## src/wtm_pkg.sv

```systemverilog
// Purpose: Shared constants and types of the waveform trigger and marker block.
// Assumes: 32-bit AXI4-Lite register access, one aligned word per register.
// Notes: Sample words pack two 16-bit raw samples, marker bits in the two LSBs.
package wtm_pkg;
    localparam int AXI_AW = 8;
    localparam int AXI_DW = 32;
    localparam int NUM_TRIG = 4;
    localparam int NUM_SRC = 4;
    localparam int SAMPLE_W = 16;
    localparam int ANALOG_W = 14;
    localparam int MARKER_W = 2;
    localparam int FIFO_DEPTH = 4;

    // Register byte offsets.
    localparam logic [AXI_AW-1:0] OFS_TRIG_CFG = 8'h00;
    localparam logic [AXI_AW-1:0] OFS_CONN_CFG = 8'h04;
    localparam logic [AXI_AW-1:0] OFS_INSTR = 8'h08;
    localparam logic [AXI_AW-1:0] OFS_SAMPLE = 8'h0C;
    localparam logic [AXI_AW-1:0] OFS_STATUS = 8'h10;

    // Trigger configuration: two source bits per channel, then one slope bit per channel.
    localparam int TCFG_SLOPE_POS = 8;
    localparam logic [11:0] TCFG_RST = 12'hFE4;
    // Connector configuration fields.
    localparam int CCFG_DRIVE_POS = 4;
    localparam logic [4:0] CCFG_RST = 5'h00;
    localparam logic [1:0] CONN_MARKER1 = 2'h0;
    localparam logic [1:0] CONN_TRIG1 = 2'h1;
    localparam logic [1:0] CONN_OSC = 2'h2;

    // Instruction word fields, then the connector oscillator select bit.
    localparam int OP_POS = 28;
    localparam logic [3:0] OP_WAIT_EDGE = 4'h1;
    localparam logic [3:0] OP_PLAY = 4'h2;
    localparam logic [3:0] OP_WAIT_DONE = 4'h3;
    localparam logic [3:0] OP_LOAD_TRIG = 4'h4;
    localparam int OSC_SEL_POS = 2;

    localparam logic [1:0] RESP_OKAY = 2'h0;
    localparam logic [1:0] RESP_SLVERR = 2'h2;
    localparam logic [15:0] PLAY_CNT_RST = 16'h0000;

    typedef enum logic [1:0] {
        SEQ_FETCH = 2'b00,
        SEQ_WAIT_EDGE = 2'b01,
        SEQ_WAIT_DONE = 2'b10
    } wtm_seq_t;
endpackage

```

## src/wtm_top.sv

```systemverilog
// Purpose: Trigger inputs, marker outputs, trigger outputs and connector routing of a sequencer.
// Assumes: All pins and oscillator levels are asynchronous and synchronised here.
// Notes: Instructions and samples are written over AXI4-Lite; full targets stall the write response.
//
// Functional notes
// - Four independent digital trigger channels the sequencer can wait on.
// - Each channel selects its source from front pins or internal signals.
// - Wait-edge instruction stalls until a qualifying edge on its channel source.
// - Each sample is 16 bits: 14 analog bits and 2 marker bits.
// - Marker outputs follow each played sample, aligned with its analog value.
// - Marker code 0 none, 1 first, 2 second, 3 both markers high.
// - Waveforms without explicit markers carry zero marker bits.
// - Summed waveforms add analog parts and OR their marker bits.
// - Load-trigger puts a 4-bit value on outputs, bit 0 driving output 1.
// - Wait-playback-done holds the sequencer until playback has fully completed.
// - Trigger output loaded before a playback rises when the load executes, ahead of that playback's start.
// - Connector two can output marker one with its driver enabled.
// - Connector two can instead output trigger output one.
// - Connector two can output a square wave from a selected oscillator.
// - A playback instruction only starts playback; the sequencer continues meanwhile.
// - Raw samples are unsigned, markers in the two LSBs, 0 negative full scale.
`timescale 1ns/1ps

module wtm_fifo #(
    parameter int WIDTH = 32,
    parameter int DEPTH = 4
) (
    input wire logic aclk,
    input wire logic aresetn,
    input wire logic in_valid,
    output logic in_ready,
    input wire logic [WIDTH-1:0] in_data,
    output logic out_valid,
    input wire logic out_ready,
    output logic [WIDTH-1:0] out_data
);
    localparam int PW = $clog2(DEPTH);
    logic [WIDTH-1:0] mem_r [DEPTH];
    logic [PW-1:0] wr_ptr_r;
    logic [PW-1:0] rd_ptr_r;
    logic [PW:0] count_r;
    wire push = in_valid && in_ready;
    wire pop = out_valid && out_ready;

    assign in_ready = (count_r != (PW+1)'(DEPTH));
    assign out_valid = (count_r != '0);
    assign out_data = mem_r[rd_ptr_r];

    always_ff @(posedge aclk) begin
        if (push) begin
            mem_r[wr_ptr_r] <= in_data;
        end
    end

    always_ff @(posedge aclk) begin
        if (!aresetn) begin
            wr_ptr_r <= '0;
            rd_ptr_r <= '0;
            count_r <= '0;
        end else begin
            if (push) begin
                wr_ptr_r <= (wr_ptr_r == PW'(DEPTH-1)) ? '0 : wr_ptr_r + 1'b1;
            end
            if (pop) begin
                rd_ptr_r <= (rd_ptr_r == PW'(DEPTH-1)) ? '0 : rd_ptr_r + 1'b1;
            end
            count_r <= count_r + (PW+1)'(push) - (PW+1)'(pop);
        end
    end
endmodule

module wtm_top (
    input wire logic aclk,
    input wire logic aresetn,
    input wire logic [wtm_pkg::AXI_AW-1:0] s_axi_awaddr,
    input wire logic s_axi_awvalid,
    output logic s_axi_awready,
    input wire logic [wtm_pkg::AXI_DW-1:0] s_axi_wdata,
    input wire logic [3:0] s_axi_wstrb,
    input wire logic s_axi_wvalid,
    output logic s_axi_wready,
    output logic [1:0] s_axi_bresp,
    output logic s_axi_bvalid,
    input wire logic s_axi_bready,
    input wire logic [wtm_pkg::AXI_AW-1:0] s_axi_araddr,
    input wire logic s_axi_arvalid,
    output logic s_axi_arready,
    output logic [wtm_pkg::AXI_DW-1:0] s_axi_rdata,
    output logic [1:0] s_axi_rresp,
    output logic s_axi_rvalid,
    input wire logic s_axi_rready,
    input wire logic [1:0] trig_pin_in,
    input wire logic [1:0] osc_in,
    output logic conn2_out,
    output logic conn2_oe,
    output logic [wtm_pkg::NUM_TRIG-1:0] trig_out,
    output logic [wtm_pkg::MARKER_W-1:0] marker_out,
    output logic [wtm_pkg::ANALOG_W-1:0] analog_out,
    output logic sample_valid
);
    import wtm_pkg::*;

    function automatic logic pick_src(input logic [NUM_SRC-1:0] v, input logic [1:0] sel);
        pick_src = v[sel];
    endfunction

    // Offset-binary 14-bit code to signed and back is an MSB flip.
    function automatic logic signed [ANALOG_W:0] to_signed(input logic [SAMPLE_W-1:0] s);
        to_signed = {{2{~s[SAMPLE_W-1]}}, s[SAMPLE_W-2:MARKER_W]};
    endfunction

    // Register file and bus state.
    logic [11:0] trig_cfg_r;
    logic [4:0] conn_cfg_r;
    logic aw_got_r;
    logic w_got_r;
    logic [AXI_AW-1:0] awaddr_r;
    logic [AXI_DW-1:0] wdata_r;
    logic [3:0] wstrb_r;
    logic awready_r;
    logic wready_r;
    logic bvalid_r;
    logic [1:0] bresp_r;
    logic arready_r;
    logic rvalid_r;
    logic [1:0] rresp_r;
    logic [AXI_DW-1:0] rdata_r;

    // Sequencer state.
    wtm_seq_t state_r;
    logic [AXI_DW-1:0] instr_r;
    logic instr_full_r;
    logic [1:0] wait_ch_r;
    logic [15:0] play_cnt_r;
    logic [NUM_TRIG-1:0] trig_r;
    logic [MARKER_W-1:0] marker_r;
    logic [ANALOG_W-1:0] analog_r;
    logic sample_valid_r;
    logic conn_out_r;
    logic conn_oe_r;

    // Source synchronisers: first stage feeds only the second.
    logic [NUM_SRC-1:0] src_s1_r;
    logic [NUM_SRC-1:0] src_s2_r;
    logic [NUM_SRC-1:0] src_prev_r;

    always_ff @(posedge aclk) begin
        if (!aresetn) begin
            src_s1_r <= '0;
            src_s2_r <= '0;
            src_prev_r <= '0;
        end else begin
            src_s1_r <= {osc_in, trig_pin_in};
            src_s2_r <= src_s1_r;
            src_prev_r <= src_s2_r;
        end
    end

    // Per-channel source choice and edge qualification.
    logic [NUM_TRIG-1:0] edge_hit;
    genvar gi;
    generate
        for (gi = 0; gi < NUM_TRIG; gi++) begin : g_chan
            wire [1:0] sel = trig_cfg_r[2*gi +: 2];
            wire cur = pick_src(src_s2_r, sel);
            wire prv = pick_src(src_prev_r, sel);
            wire rise = trig_cfg_r[TCFG_SLOPE_POS + gi];
            assign edge_hit[gi] = rise ? (cur && !prv) : (!cur && prv);
        end
    endgenerate

    // Write channel decode.
    wire wr_go = aw_got_r && w_got_r && !bvalid_r;
    wire sel_tcfg = (awaddr_r == OFS_TRIG_CFG);
    wire sel_ccfg = (awaddr_r == OFS_CONN_CFG);
    wire sel_instr = (awaddr_r == OFS_INSTR);
    wire sel_sample = (awaddr_r == OFS_SAMPLE);
    wire wr_mapped = sel_tcfg || sel_ccfg || sel_instr || sel_sample;
    wire fifo_in_ready;
    // A full target holds the response back, which is how software is throttled.
    wire wr_target_ok = !(sel_instr && instr_full_r) && !(sel_sample && !fifo_in_ready);
    wire wr_fire = wr_go && wr_target_ok;
    wire fifo_push = wr_fire && sel_sample;
    wire aw_take = s_axi_awvalid && awready_r;
    wire w_take = s_axi_wvalid && wready_r;
    wire aw_got_nxt = wr_fire ? 1'b0 : (aw_got_r || aw_take);
    wire w_got_nxt = wr_fire ? 1'b0 : (w_got_r || w_take);
    wire bvalid_nxt = wr_fire || (bvalid_r && !s_axi_bready);

    always_ff @(posedge aclk) begin
        if (!aresetn) begin
            aw_got_r <= 1'b0;
            w_got_r <= 1'b0;
            awaddr_r <= '0;
            wdata_r <= '0;
            wstrb_r <= '0;
            awready_r <= 1'b0;
            wready_r <= 1'b0;
            bvalid_r <= 1'b0;
            bresp_r <= RESP_OKAY;
        end else begin
            aw_got_r <= aw_got_nxt;
            w_got_r <= w_got_nxt;
            awready_r <= !aw_got_nxt && !bvalid_nxt;
            wready_r <= !w_got_nxt && !bvalid_nxt;
            bvalid_r <= bvalid_nxt;
            if (aw_take) begin
                awaddr_r <= {s_axi_awaddr[AXI_AW-1:2], 2'b00};
            end
            if (w_take) begin
                wdata_r <= s_axi_wdata;
                wstrb_r <= s_axi_wstrb;
            end
            if (wr_fire) begin
                bresp_r <= wr_mapped ? RESP_OKAY : RESP_SLVERR;
            end
        end
    end

    // Configuration registers honour byte strobes.
    always_ff @(posedge aclk) begin
        if (!aresetn) begin
            trig_cfg_r <= TCFG_RST;
            conn_cfg_r <= CCFG_RST;
        end else if (wr_fire) begin
            if (sel_tcfg && wstrb_r[0]) begin
                trig_cfg_r[7:0] <= wdata_r[7:0];
            end
            if (sel_tcfg && wstrb_r[1]) begin
                trig_cfg_r[11:8] <= wdata_r[11:8];
            end
            if (sel_ccfg && wstrb_r[0]) begin
                conn_cfg_r <= wdata_r[4:0];
            end
        end
    end

    // Read channel.
    wire [AXI_AW-1:0] raddr = {s_axi_araddr[AXI_AW-1:2], 2'b00};
    wire playing = (play_cnt_r != PLAY_CNT_RST);
    wire [AXI_DW-1:0] status_w = {22'h000000, marker_r, trig_r, playing, state_r == SEQ_WAIT_DONE,
                                  state_r == SEQ_WAIT_EDGE, instr_full_r};
    wire r_hit_t = (raddr == OFS_TRIG_CFG);
    wire r_hit_c = (raddr == OFS_CONN_CFG);
    wire r_hit_s = (raddr == OFS_STATUS);
    wire r_wo = (raddr == OFS_INSTR) || (raddr == OFS_SAMPLE);
    wire [AXI_DW-1:0] rd_mux = r_hit_t ? {20'h00000, trig_cfg_r} :
                              r_hit_c ? {27'h0000000, conn_cfg_r} :
                              r_hit_s ? status_w : 32'h00000000;
    wire ar_take = s_axi_arvalid && arready_r;

    always_ff @(posedge aclk) begin
        if (!aresetn) begin
            arready_r <= 1'b0;
            rvalid_r <= 1'b0;
            rresp_r <= RESP_OKAY;
            rdata_r <= '0;
        end else if (ar_take) begin
            arready_r <= 1'b0;
            rvalid_r <= 1'b1;
            rdata_r <= rd_mux;
            rresp_r <= (r_hit_t || r_hit_c || r_hit_s || r_wo) ? RESP_OKAY : RESP_SLVERR;
        end else if (rvalid_r && s_axi_rready) begin
            rvalid_r <= 1'b0;
            arready_r <= 1'b1;
        end else begin
            arready_r <= !rvalid_r;
        end
    end

    // Sample FIFO between the bus and the playback engine.
    wire fifo_out_valid;
    wire [AXI_DW-1:0] fifo_out_data;
    wire pop = playing && fifo_out_valid;

    wtm_fifo #(
        .WIDTH(AXI_DW),
        .DEPTH(FIFO_DEPTH)
    ) u_fifo (
        .aclk(aclk),
        .aresetn(aresetn),
        .in_valid(fifo_push),
        .in_ready(fifo_in_ready),
        .in_data(wdata_r),
        .out_valid(fifo_out_valid),
        .out_ready(pop),
        .out_data(fifo_out_data)
    );

    // Two raw samples per word are summed: analog saturates, markers are ORed.
    wire [SAMPLE_W-1:0] samp_a = fifo_out_data[SAMPLE_W-1:0];
    wire [SAMPLE_W-1:0] samp_b = fifo_out_data[AXI_DW-1:SAMPLE_W];
    wire signed [ANALOG_W:0] sum_s = to_signed(samp_a) + to_signed(samp_b);
    wire sum_hi = (sum_s[ANALOG_W] == 1'b0) && (sum_s[ANALOG_W-1] == 1'b1);
    wire sum_lo = (sum_s[ANALOG_W] == 1'b1) && (sum_s[ANALOG_W-1] == 1'b0);
    wire [ANALOG_W-1:0] sum_sat = sum_hi ? {1'b0, {(ANALOG_W-1){1'b1}}} :
                                  sum_lo ? {1'b1, {(ANALOG_W-1){1'b0}}} : sum_s[ANALOG_W-1:0];
    wire [ANALOG_W-1:0] analog_nxt = {~sum_sat[ANALOG_W-1], sum_sat[ANALOG_W-2:0]};
    wire [MARKER_W-1:0] marker_nxt = samp_a[MARKER_W-1:0] | samp_b[MARKER_W-1:0];

    always_ff @(posedge aclk) begin
        if (!aresetn) begin
            analog_r <= '0;
            marker_r <= '0;
            sample_valid_r <= 1'b0;
        end else begin
            sample_valid_r <= pop;
            if (pop) begin
                analog_r <= analog_nxt;
                marker_r <= marker_nxt;
            end
        end
    end

    // Sequencer decode.
    wire [3:0] op = instr_r[AXI_DW-1:OP_POS];
    wire is_wait_edge = instr_full_r && (op == OP_WAIT_EDGE);
    wire is_play = instr_full_r && (op == OP_PLAY);
    wire is_wait_done = instr_full_r && (op == OP_WAIT_DONE);
    wire is_load = instr_full_r && (op == OP_LOAD_TRIG);
    // A new playback waits for the previous one; anything else is taken at once in the fetch state.
    wire take_instr = (state_r == SEQ_FETCH) && instr_full_r && !(is_play && playing);
    wire start_play = take_instr && is_play;
    wire load_exec = take_instr && is_load;
    wire play_done = playing && pop && (play_cnt_r == 16'h0001);
    wire edge_ok = edge_hit[wait_ch_r];

    always_ff @(posedge aclk) begin
        if (!aresetn) begin
            instr_r <= '0;
            instr_full_r <= 1'b0;
        end else if (wr_fire && sel_instr) begin
            instr_r <= wdata_r;
            instr_full_r <= 1'b1;
        end else if (take_instr) begin
            instr_full_r <= 1'b0;
        end
    end

    always_ff @(posedge aclk) begin
        if (!aresetn) begin
            state_r <= SEQ_FETCH;
            wait_ch_r <= '0;
        end else begin
            unique case (state_r)
                SEQ_FETCH: begin
                    if (take_instr && is_wait_edge) begin
                        state_r <= SEQ_WAIT_EDGE;
                        wait_ch_r <= instr_r[1:0];
                    end else if (take_instr && is_wait_done) begin
                        state_r <= SEQ_WAIT_DONE;
                    end
                end
                SEQ_WAIT_EDGE: begin
                    // Only edges seen from the cycle after entry count.
                    if (edge_ok) begin
                        state_r <= SEQ_FETCH;
                    end
                end
                SEQ_WAIT_DONE: begin
                    if (!playing) begin
                        state_r <= SEQ_FETCH;
                    end
                end
                default: begin
                    state_r <= SEQ_FETCH;
                end
            endcase
        end
    end

    always_ff @(posedge aclk) begin
        if (!aresetn) begin
            play_cnt_r <= PLAY_CNT_RST;
            trig_r <= '0;
        end else begin
            if (start_play) begin
                play_cnt_r <= instr_r[15:0];
            end else if (pop) begin
                play_cnt_r <= play_cnt_r - 16'h0001;
            end
            if (load_exec) begin
                trig_r <= instr_r[NUM_TRIG-1:0];
            end
        end
    end

    // Connector routing.
    wire osc_sq = src_s2_r[2 + int'(conn_cfg_r[OSC_SEL_POS])];
    wire conn_nxt = (conn_cfg_r[1:0] == CONN_MARKER1) ? marker_r[0] :
                    (conn_cfg_r[1:0] == CONN_TRIG1) ? trig_r[0] :
                    (conn_cfg_r[1:0] == CONN_OSC) ? osc_sq : 1'b0;

    always_ff @(posedge aclk) begin
        if (!aresetn) begin
            conn_out_r <= 1'b0;
            conn_oe_r <= 1'b0;
        end else begin
            conn_out_r <= conn_nxt;
            conn_oe_r <= conn_cfg_r[CCFG_DRIVE_POS];
        end
    end

    assign s_axi_awready = awready_r;
    assign s_axi_wready = wready_r;
    assign s_axi_bvalid = bvalid_r;
    assign s_axi_bresp = bresp_r;
    assign s_axi_arready = arready_r;
    assign s_axi_rvalid = rvalid_r;
    assign s_axi_rresp = rresp_r;
    assign s_axi_rdata = rdata_r;
    assign trig_out = trig_r;
    assign marker_out = marker_r;
    assign analog_out = analog_r;
    assign sample_valid = sample_valid_r;
    assign conn2_out = conn_out_r;
    assign conn2_oe = conn_oe_r;

    a_wait_edge_hold: assert property (@(posedge aclk) disable iff (!aresetn)
        (state_r == SEQ_WAIT_EDGE) && !edge_ok |=> (state_r == SEQ_WAIT_EDGE))
        else $error("wait left without a qualifying edge");
    a_wait_edge_go: assert property (@(posedge aclk) disable iff (!aresetn)
        (state_r == SEQ_WAIT_EDGE) && edge_ok |=> (state_r == SEQ_FETCH))
        else $error("qualifying edge did not release the wait");
    a_trig_load_val: assert property (@(posedge aclk) disable iff (!aresetn)
        load_exec |=> (trig_out == $past(instr_r[3:0])) && !instr_full_r)
        else $error("trigger outputs do not match loaded value");
    a_play_no_stall: assert property (@(posedge aclk) disable iff (!aresetn)
        start_play |=> (state_r == SEQ_FETCH) && (play_cnt_r == $past(instr_r[15:0])))
        else $error("playback start stalled the sequencer");
    a_done_waits: assert property (@(posedge aclk) disable iff (!aresetn)
        (state_r == SEQ_WAIT_DONE) && playing |=> (state_r == SEQ_WAIT_DONE))
        else $error("wait for playback released during playback");
    a_done_release: assert property (@(posedge aclk) disable iff (!aresetn)
        play_done && (state_r == SEQ_WAIT_DONE) |=> ##1 (state_r == SEQ_FETCH))
        else $error("wait for playback not released after completion");
    a_marker_or_merge: assert property (@(posedge aclk) disable iff (!aresetn)
        pop |=> sample_valid && (marker_out == ($past(samp_a[1:0]) | $past(samp_b[1:0]))))
        else $error("marker bits not merged by OR");
    a_conn_marker_route: assert property (@(posedge aclk) disable iff (!aresetn)
        (conn_cfg_r[1:0] == CONN_MARKER1) && $stable(conn_cfg_r) |=> (conn2_out == $past(marker_r[0])))
        else $error("connector does not follow marker one");
    a_conn_trig_route: assert property (@(posedge aclk) disable iff (!aresetn)
        (conn_cfg_r[1:0] == CONN_TRIG1) && $stable(conn_cfg_r) |=> (conn2_out == $past(trig_r[0])))
        else $error("connector does not follow trigger one");
endmodule

```

## config.mk

```make
export PLATFORM = sky130hd
export DESIGN_NAME = wtm_top
export DESIGN_NICKNAME = d
export VERILOG_FILES = /design/src/wtm_pkg.sv /design/src/wtm_top.sv
export SDC_FILE = /design/constraint.sdc
export NUM_CORES = 1
export LEC_CHECK = 0
export BUFFER_PORTS_ARGS = -buffer_cell sky130_fd_sc_hd__buf_2
export CORE_MARGIN = 2
export CORE_UTILIZATION = 53
export CTS_CLUSTER_SIZE = 24
export DETAILED_ROUTE_END_ITERATION = 10
export PLACE_DENSITY = 0.76
export SLEW_MARGIN = 10
export SYNTH_ARGS = -nofsm -noshare
export SYNTH_HDL_FRONTEND = slang
export SYNTH_HIERARCHICAL = 1
export SYNTH_SLANG_ARGS = --single-unit
```

## constraint.sdc

```tcl
create_clock -name aclk -period 3.9 [get_ports aclk]
set_input_delay 0.195 -clock aclk [delete_from_list [all_inputs] [get_ports aclk]]
set_output_delay 0.195 -clock aclk [all_outputs]
set_load 0.02 [all_outputs]
```

==> results by stage <==
Timing:
- The final-report max-slew violation count was 0.
- The setup violation total in the final timing report is 0.
- The post-route clock skew is between 0.008 and 0.009 ns.
- Setup repair after global routing left no endpoint under its margin.
- The aggregate negative setup slack is 0 ns.
- The worst pin sits at a relative slew slack of between 20 and 25%.
- In the finished design, the share of the clock period the worst path needs comes to 91.8%.
- The fmax is between 0.2 and 0.3 GHz.
- The actual transition at the worst max-transition pin is 1.17 ns.
- The final number of hold-violating endpoints is 0.
- The minimum period implied by the final worst setup slack is about 3.6 ns.

Logic synthesis:
- The share of Yosys cell area claimed by the top area cell type is a little under a third.
- The flop and latch count out of synthesis is 291.
- The most numerous cell in the Yosys netlist is sky130_fd_sc_hd__nand2_1.
- By area the synthesized netlist is led by sky130_fd_sc_hd__edfxtp_1 (31%), sky130_fd_sc_hd__dfxtp_1 (27%), sky130_fd_sc_hd__mux4_2 (7.3%), sky130_fd_sc_hd__nand2_1 (5.1%), sky130_fd_sc_hd__a21oi_1 (3.1%).
- In the synthesized netlist, the number of instances is approximately 1100.
- For this run, the number of Yosys warnings is 6.
- By count the netlist is led by sky130_fd_sc_hd__nand2_1 (166), sky130_fd_sc_hd__dfxtp_1 (163), sky130_fd_sc_hd__edfxtp_1 (128), sky130_fd_sc_hd__a21oi_1 (76), sky130_fd_sc_hd__nor2_1 (42).
- The share of flip-flops with an asynchronous set or reset after synthesis is 0%.
- In this run, synthesis inferred between 100 and 150 flip-flops with an integrated enable.
- The sequential area share after synthesis is 57.8%.
- The combined area of all synthesized cells is between 0.01 and 0.015 sq mm.
- Counting distinct cell types in the post-synthesis netlist gives just under 70.
- The dominant synthesized flop cell is sky130_fd_sc_hd__dfxtp_1.
- The library cell occupying the most area in the post-synthesis netlist is sky130_fd_sc_hd__edfxtp_1.
- In this run the mean area of a mapped cell was around 12 sq um.

Placed design:
- The detailed placer's ending HPWL is around 18000 um.
- The congestion estimate from routability-driven global placement came to 0.853.
- The number of placed instances with taps included is around 1400.
- Once placement finished, the instance area stood at 0.0129 sq mm.
- The count of input and output buffers is between 90 and 100.

Power and ir drop:
- The largest vdd supply drop is between 0.0003 and 0.0004 V.
- Combinational cells account for under 10% of the total power.
- Net switching is 21.1% of the power.
- The part of the power in registers is 54.0%.
- The leakage dissipation is roughly 5.2 nW.
- The completed layout was analyzed and its total power is 6.04 mW.
- The reported net switching power is between 1 and 1.5 mW.
- The internal power component is about 4.8 mW.
- The clock network accounts for 42.2% of the total power.
- The power density normalized to cell area is 423 mW/mm^2.

Run status:
- The flow ran to the end, and the final reports show no timing, DRC or antenna violations.

Routing:
- After detailed routing, the number of remaining DRC violations is 0.
- The sum of routed wire length over all layers is 28000 um.
- After the first detailed-routing iteration, the DRC count stood at 735.
- The count of TritonRoute iterations in the first routing pass is 5.
- The routed length per instance is roughly 19 um.
- The detailed-route vias per instance is 5.70.
- The routed layout has roughly 8500 vias.
- Once detail routing completed, the nets flagged for antenna violations numbered 0.

Cells and area:
- Leaving out filler cells and counting taps, the final layout contains ~1500.
- The antenna diode count is 0.
- Summing all non-filler instances in the final layout gives an area of between 0.01 and 0.015 sq mm.
- The final-stage net count is ~1300.
- The area growth from synthesis to layout is 16.4%.
- Cells fill between 60% and 70% of the core in the end.
- The fraction of final layout cells sized beyond drive strength 1 is about 17%.

Global route:
- The via count of the first global-routing pass is 8371.
- The pin count of the biggest net entering global routing is between 40 and 50.
- In the global route stage, overall resource usage came out at roughly 23%.
- The initial antenna violation count is 0.
- The first global-routing pass estimated 44200 um of wire.
- Global routing finished with a remaining overflow of 0.

Clocking:
- Counting every sink on the clock net gives 291.
- Buffers added to address setup during post-CTS repair amount to 0.
- CTS built an H-tree with a depth of 1.
- The number of buffers on the longest clock path is 3.
- The clock latency at the later pin of the worst-skew pair is 0.54 ns.
- The number of CTS-inserted buffers is 29.
- The clock transition time at the flip-flop clock pins of the worst setup and hold paths is 0.06 ns.
- The root buffer cell chosen for the clock tree is sky130_fd_sc_hd__clkbuf_16.
- TritonCTS built the clock tree.

Setup path:
- The kind of capture point of the worst setup path is a flop.
- The maximum net fanout on the critical path is 6.
- Data arrives at the worst endpoint at 4.01 ns.
- The category of the most critical setup path is reg2reg.
- Data on the critical path is required at its endpoint by 4.33 ns.
- STA classifies the critical path startpoint as a flop.

Floorplan:
- The vertical die dimension is 156 um.
- The die covers between 0.02 and 0.025 sq mm.
- The I/O pin count is 127.
- The die boundary width is between 150 and 200 um.
- The floorplan has 55 rows.
- The core area is around 0.023 sq mm.
- For this configuration, the core starts out at a cell density of ~54%.

Hold path:
- The path class of the lowest-slack min-delay path is in2reg.

Run:
- The tool flagged a number of max-cap violations equal to 0.
final cells by class:
type	instances	area, sq um
Sequential cell	291	7110
Fill cell	1681	8410
Inverter	24	90.1
Multi-Input combinational cell	688	4790
Tap cell	285	357
Clock inverter	6	28.8
Timing Repair Buffer	159	1100
Clock buffer	43	828
per-layer routing:
metal / share of wire (%) / global-route usage, % / vias up
met2: 47 / 37.7 / 322
met3: 6.5 / 4.10 / 53
li1: - / - / 4037
met1: 44 / 31.2 / 4119
met5: 0 / 0 / -
met4: 2.5 / 7.86 / 0
cell families after synthesis:
| kind of cell | share of synthesized area (%) |
|---|---|
| mux | 9.37 |
| fa+ha+maj | 3.73 |
| buf+inv | 3.96 |
| xor+xnor | 1.21 |
| flops | 57.8 |
| other cells | 0.0305 |
| compound gates | 10.0 |
| simple gates | 13.9 |
metrics by stage:
step	setup WS (ns)	hold WS (ns)
2_1_floorplan	0.209	0.322
3_3_place_gp	0.150	0.402
3_5_place_dp	0.128	0.405
4_1_cts	0.134	0.0124
5_1_grt	0.0482	0.0404
6_report	0.321	0.0452
worst paths after layout:
path,start,end,slack [ns],depth (start not counted)
worst max-delay path,play_cnt_r[10],u_fifo/count_r[2],0.32,14
worst max register to register,play_cnt_r[10],u_fifo/count_r[2],0.32,14
worst min register to register,src_s1_r[0],src_s2_r[0],0.44,1
worst min-delay path,s_axi_rready,s_axi_rvalid,0.05,3
power by group through the flow:
stage	combinational, mW	clock [mW]	sequential (mW)
2_1_floorplan	0.137	0	3.31
3_3_place_gp	0.182	0	3.33
3_5_place_dp	0.185	0	3.33
4_1_cts	0.224	2.59	3.26
5_1_grt	0.254	2.71	3.27
6_report	0.229	2.55	3.27
cells in the final DEF, fill, tap and decap left out, drive strengths merged, types with 9 or more instances in the layout:
master,Yosys,final
nor3,13,13
and2,24,24
dfxtp,163,163
buf,35,109
ha,23,23
nor2b,25,25
xnor2,11,11
a21oi,76,76
clkbuf,41,43
nand2,166,166
o21ai,37,37
dlygate4sd3,0,50
inv,24,24
mux2i,25,25
a21boi,37,37
maj3,13,13
nor2,42,42
edfxtp,128,128
conb,1,22
nor3b,9,9
a31oi,9,9
mux4,40,40
nand3,16,16
sequential cells by signal, indices dropped and copies added (netlist names), 2 cells and up, named ones only:
register	count
analog_out	14
awaddr_r	6
conn_cfg_r	5
instr_r	20
marker_out	2
play_cnt_r	16
s_axi_rdata	12
src_prev_r	4
src_s1_r	4
src_s2_r	4
state_r	2
trig_cfg_r	12
trig_out	4
u_fifo/count_r	3
u_fifo/mem_r	128
u_fifo/rd_ptr_r	2
u_fifo/wr_ptr_r	2
wait_ch_r	2
wdata_r	32
wstrb_r	2
repair_timing:
item | 4_1_cts | 5_1_grt
hold buffers | 50 | 0
resized for setup | 0 | 1
setup endpoints to repair | 0 | 13
hold endpoints to repair | 47 | 0
critical path, stage by stage, from the launching register on:
cell	delay, ns
sky130_fd_sc_hd__dfxtp_1	0.35
sky130_fd_sc_hd__or4_4	0.55
sky130_fd_sc_hd__or4_1	0.60
sky130_fd_sc_hd__o21ai_4	0.21
sky130_fd_sc_hd__inv_1	0.07
sky130_fd_sc_hd__o31ai_1	0.22
sky130_fd_sc_hd__inv_1	0.13
sky130_fd_sc_hd__ha_1	0.30
sky130_fd_sc_hd__inv_1	0.06
sky130_fd_sc_hd__ha_1	0.13
sky130_fd_sc_hd__inv_1	0.05
sky130_fd_sc_hd__fa_1	0.38
sky130_fd_sc_hd__xnor2_1	0.15
sky130_fd_sc_hd__xnor2_1	0.12
sky130_fd_sc_hd__and2_1	0.15
Note: power is estimated with default switching activity, not from simulation.
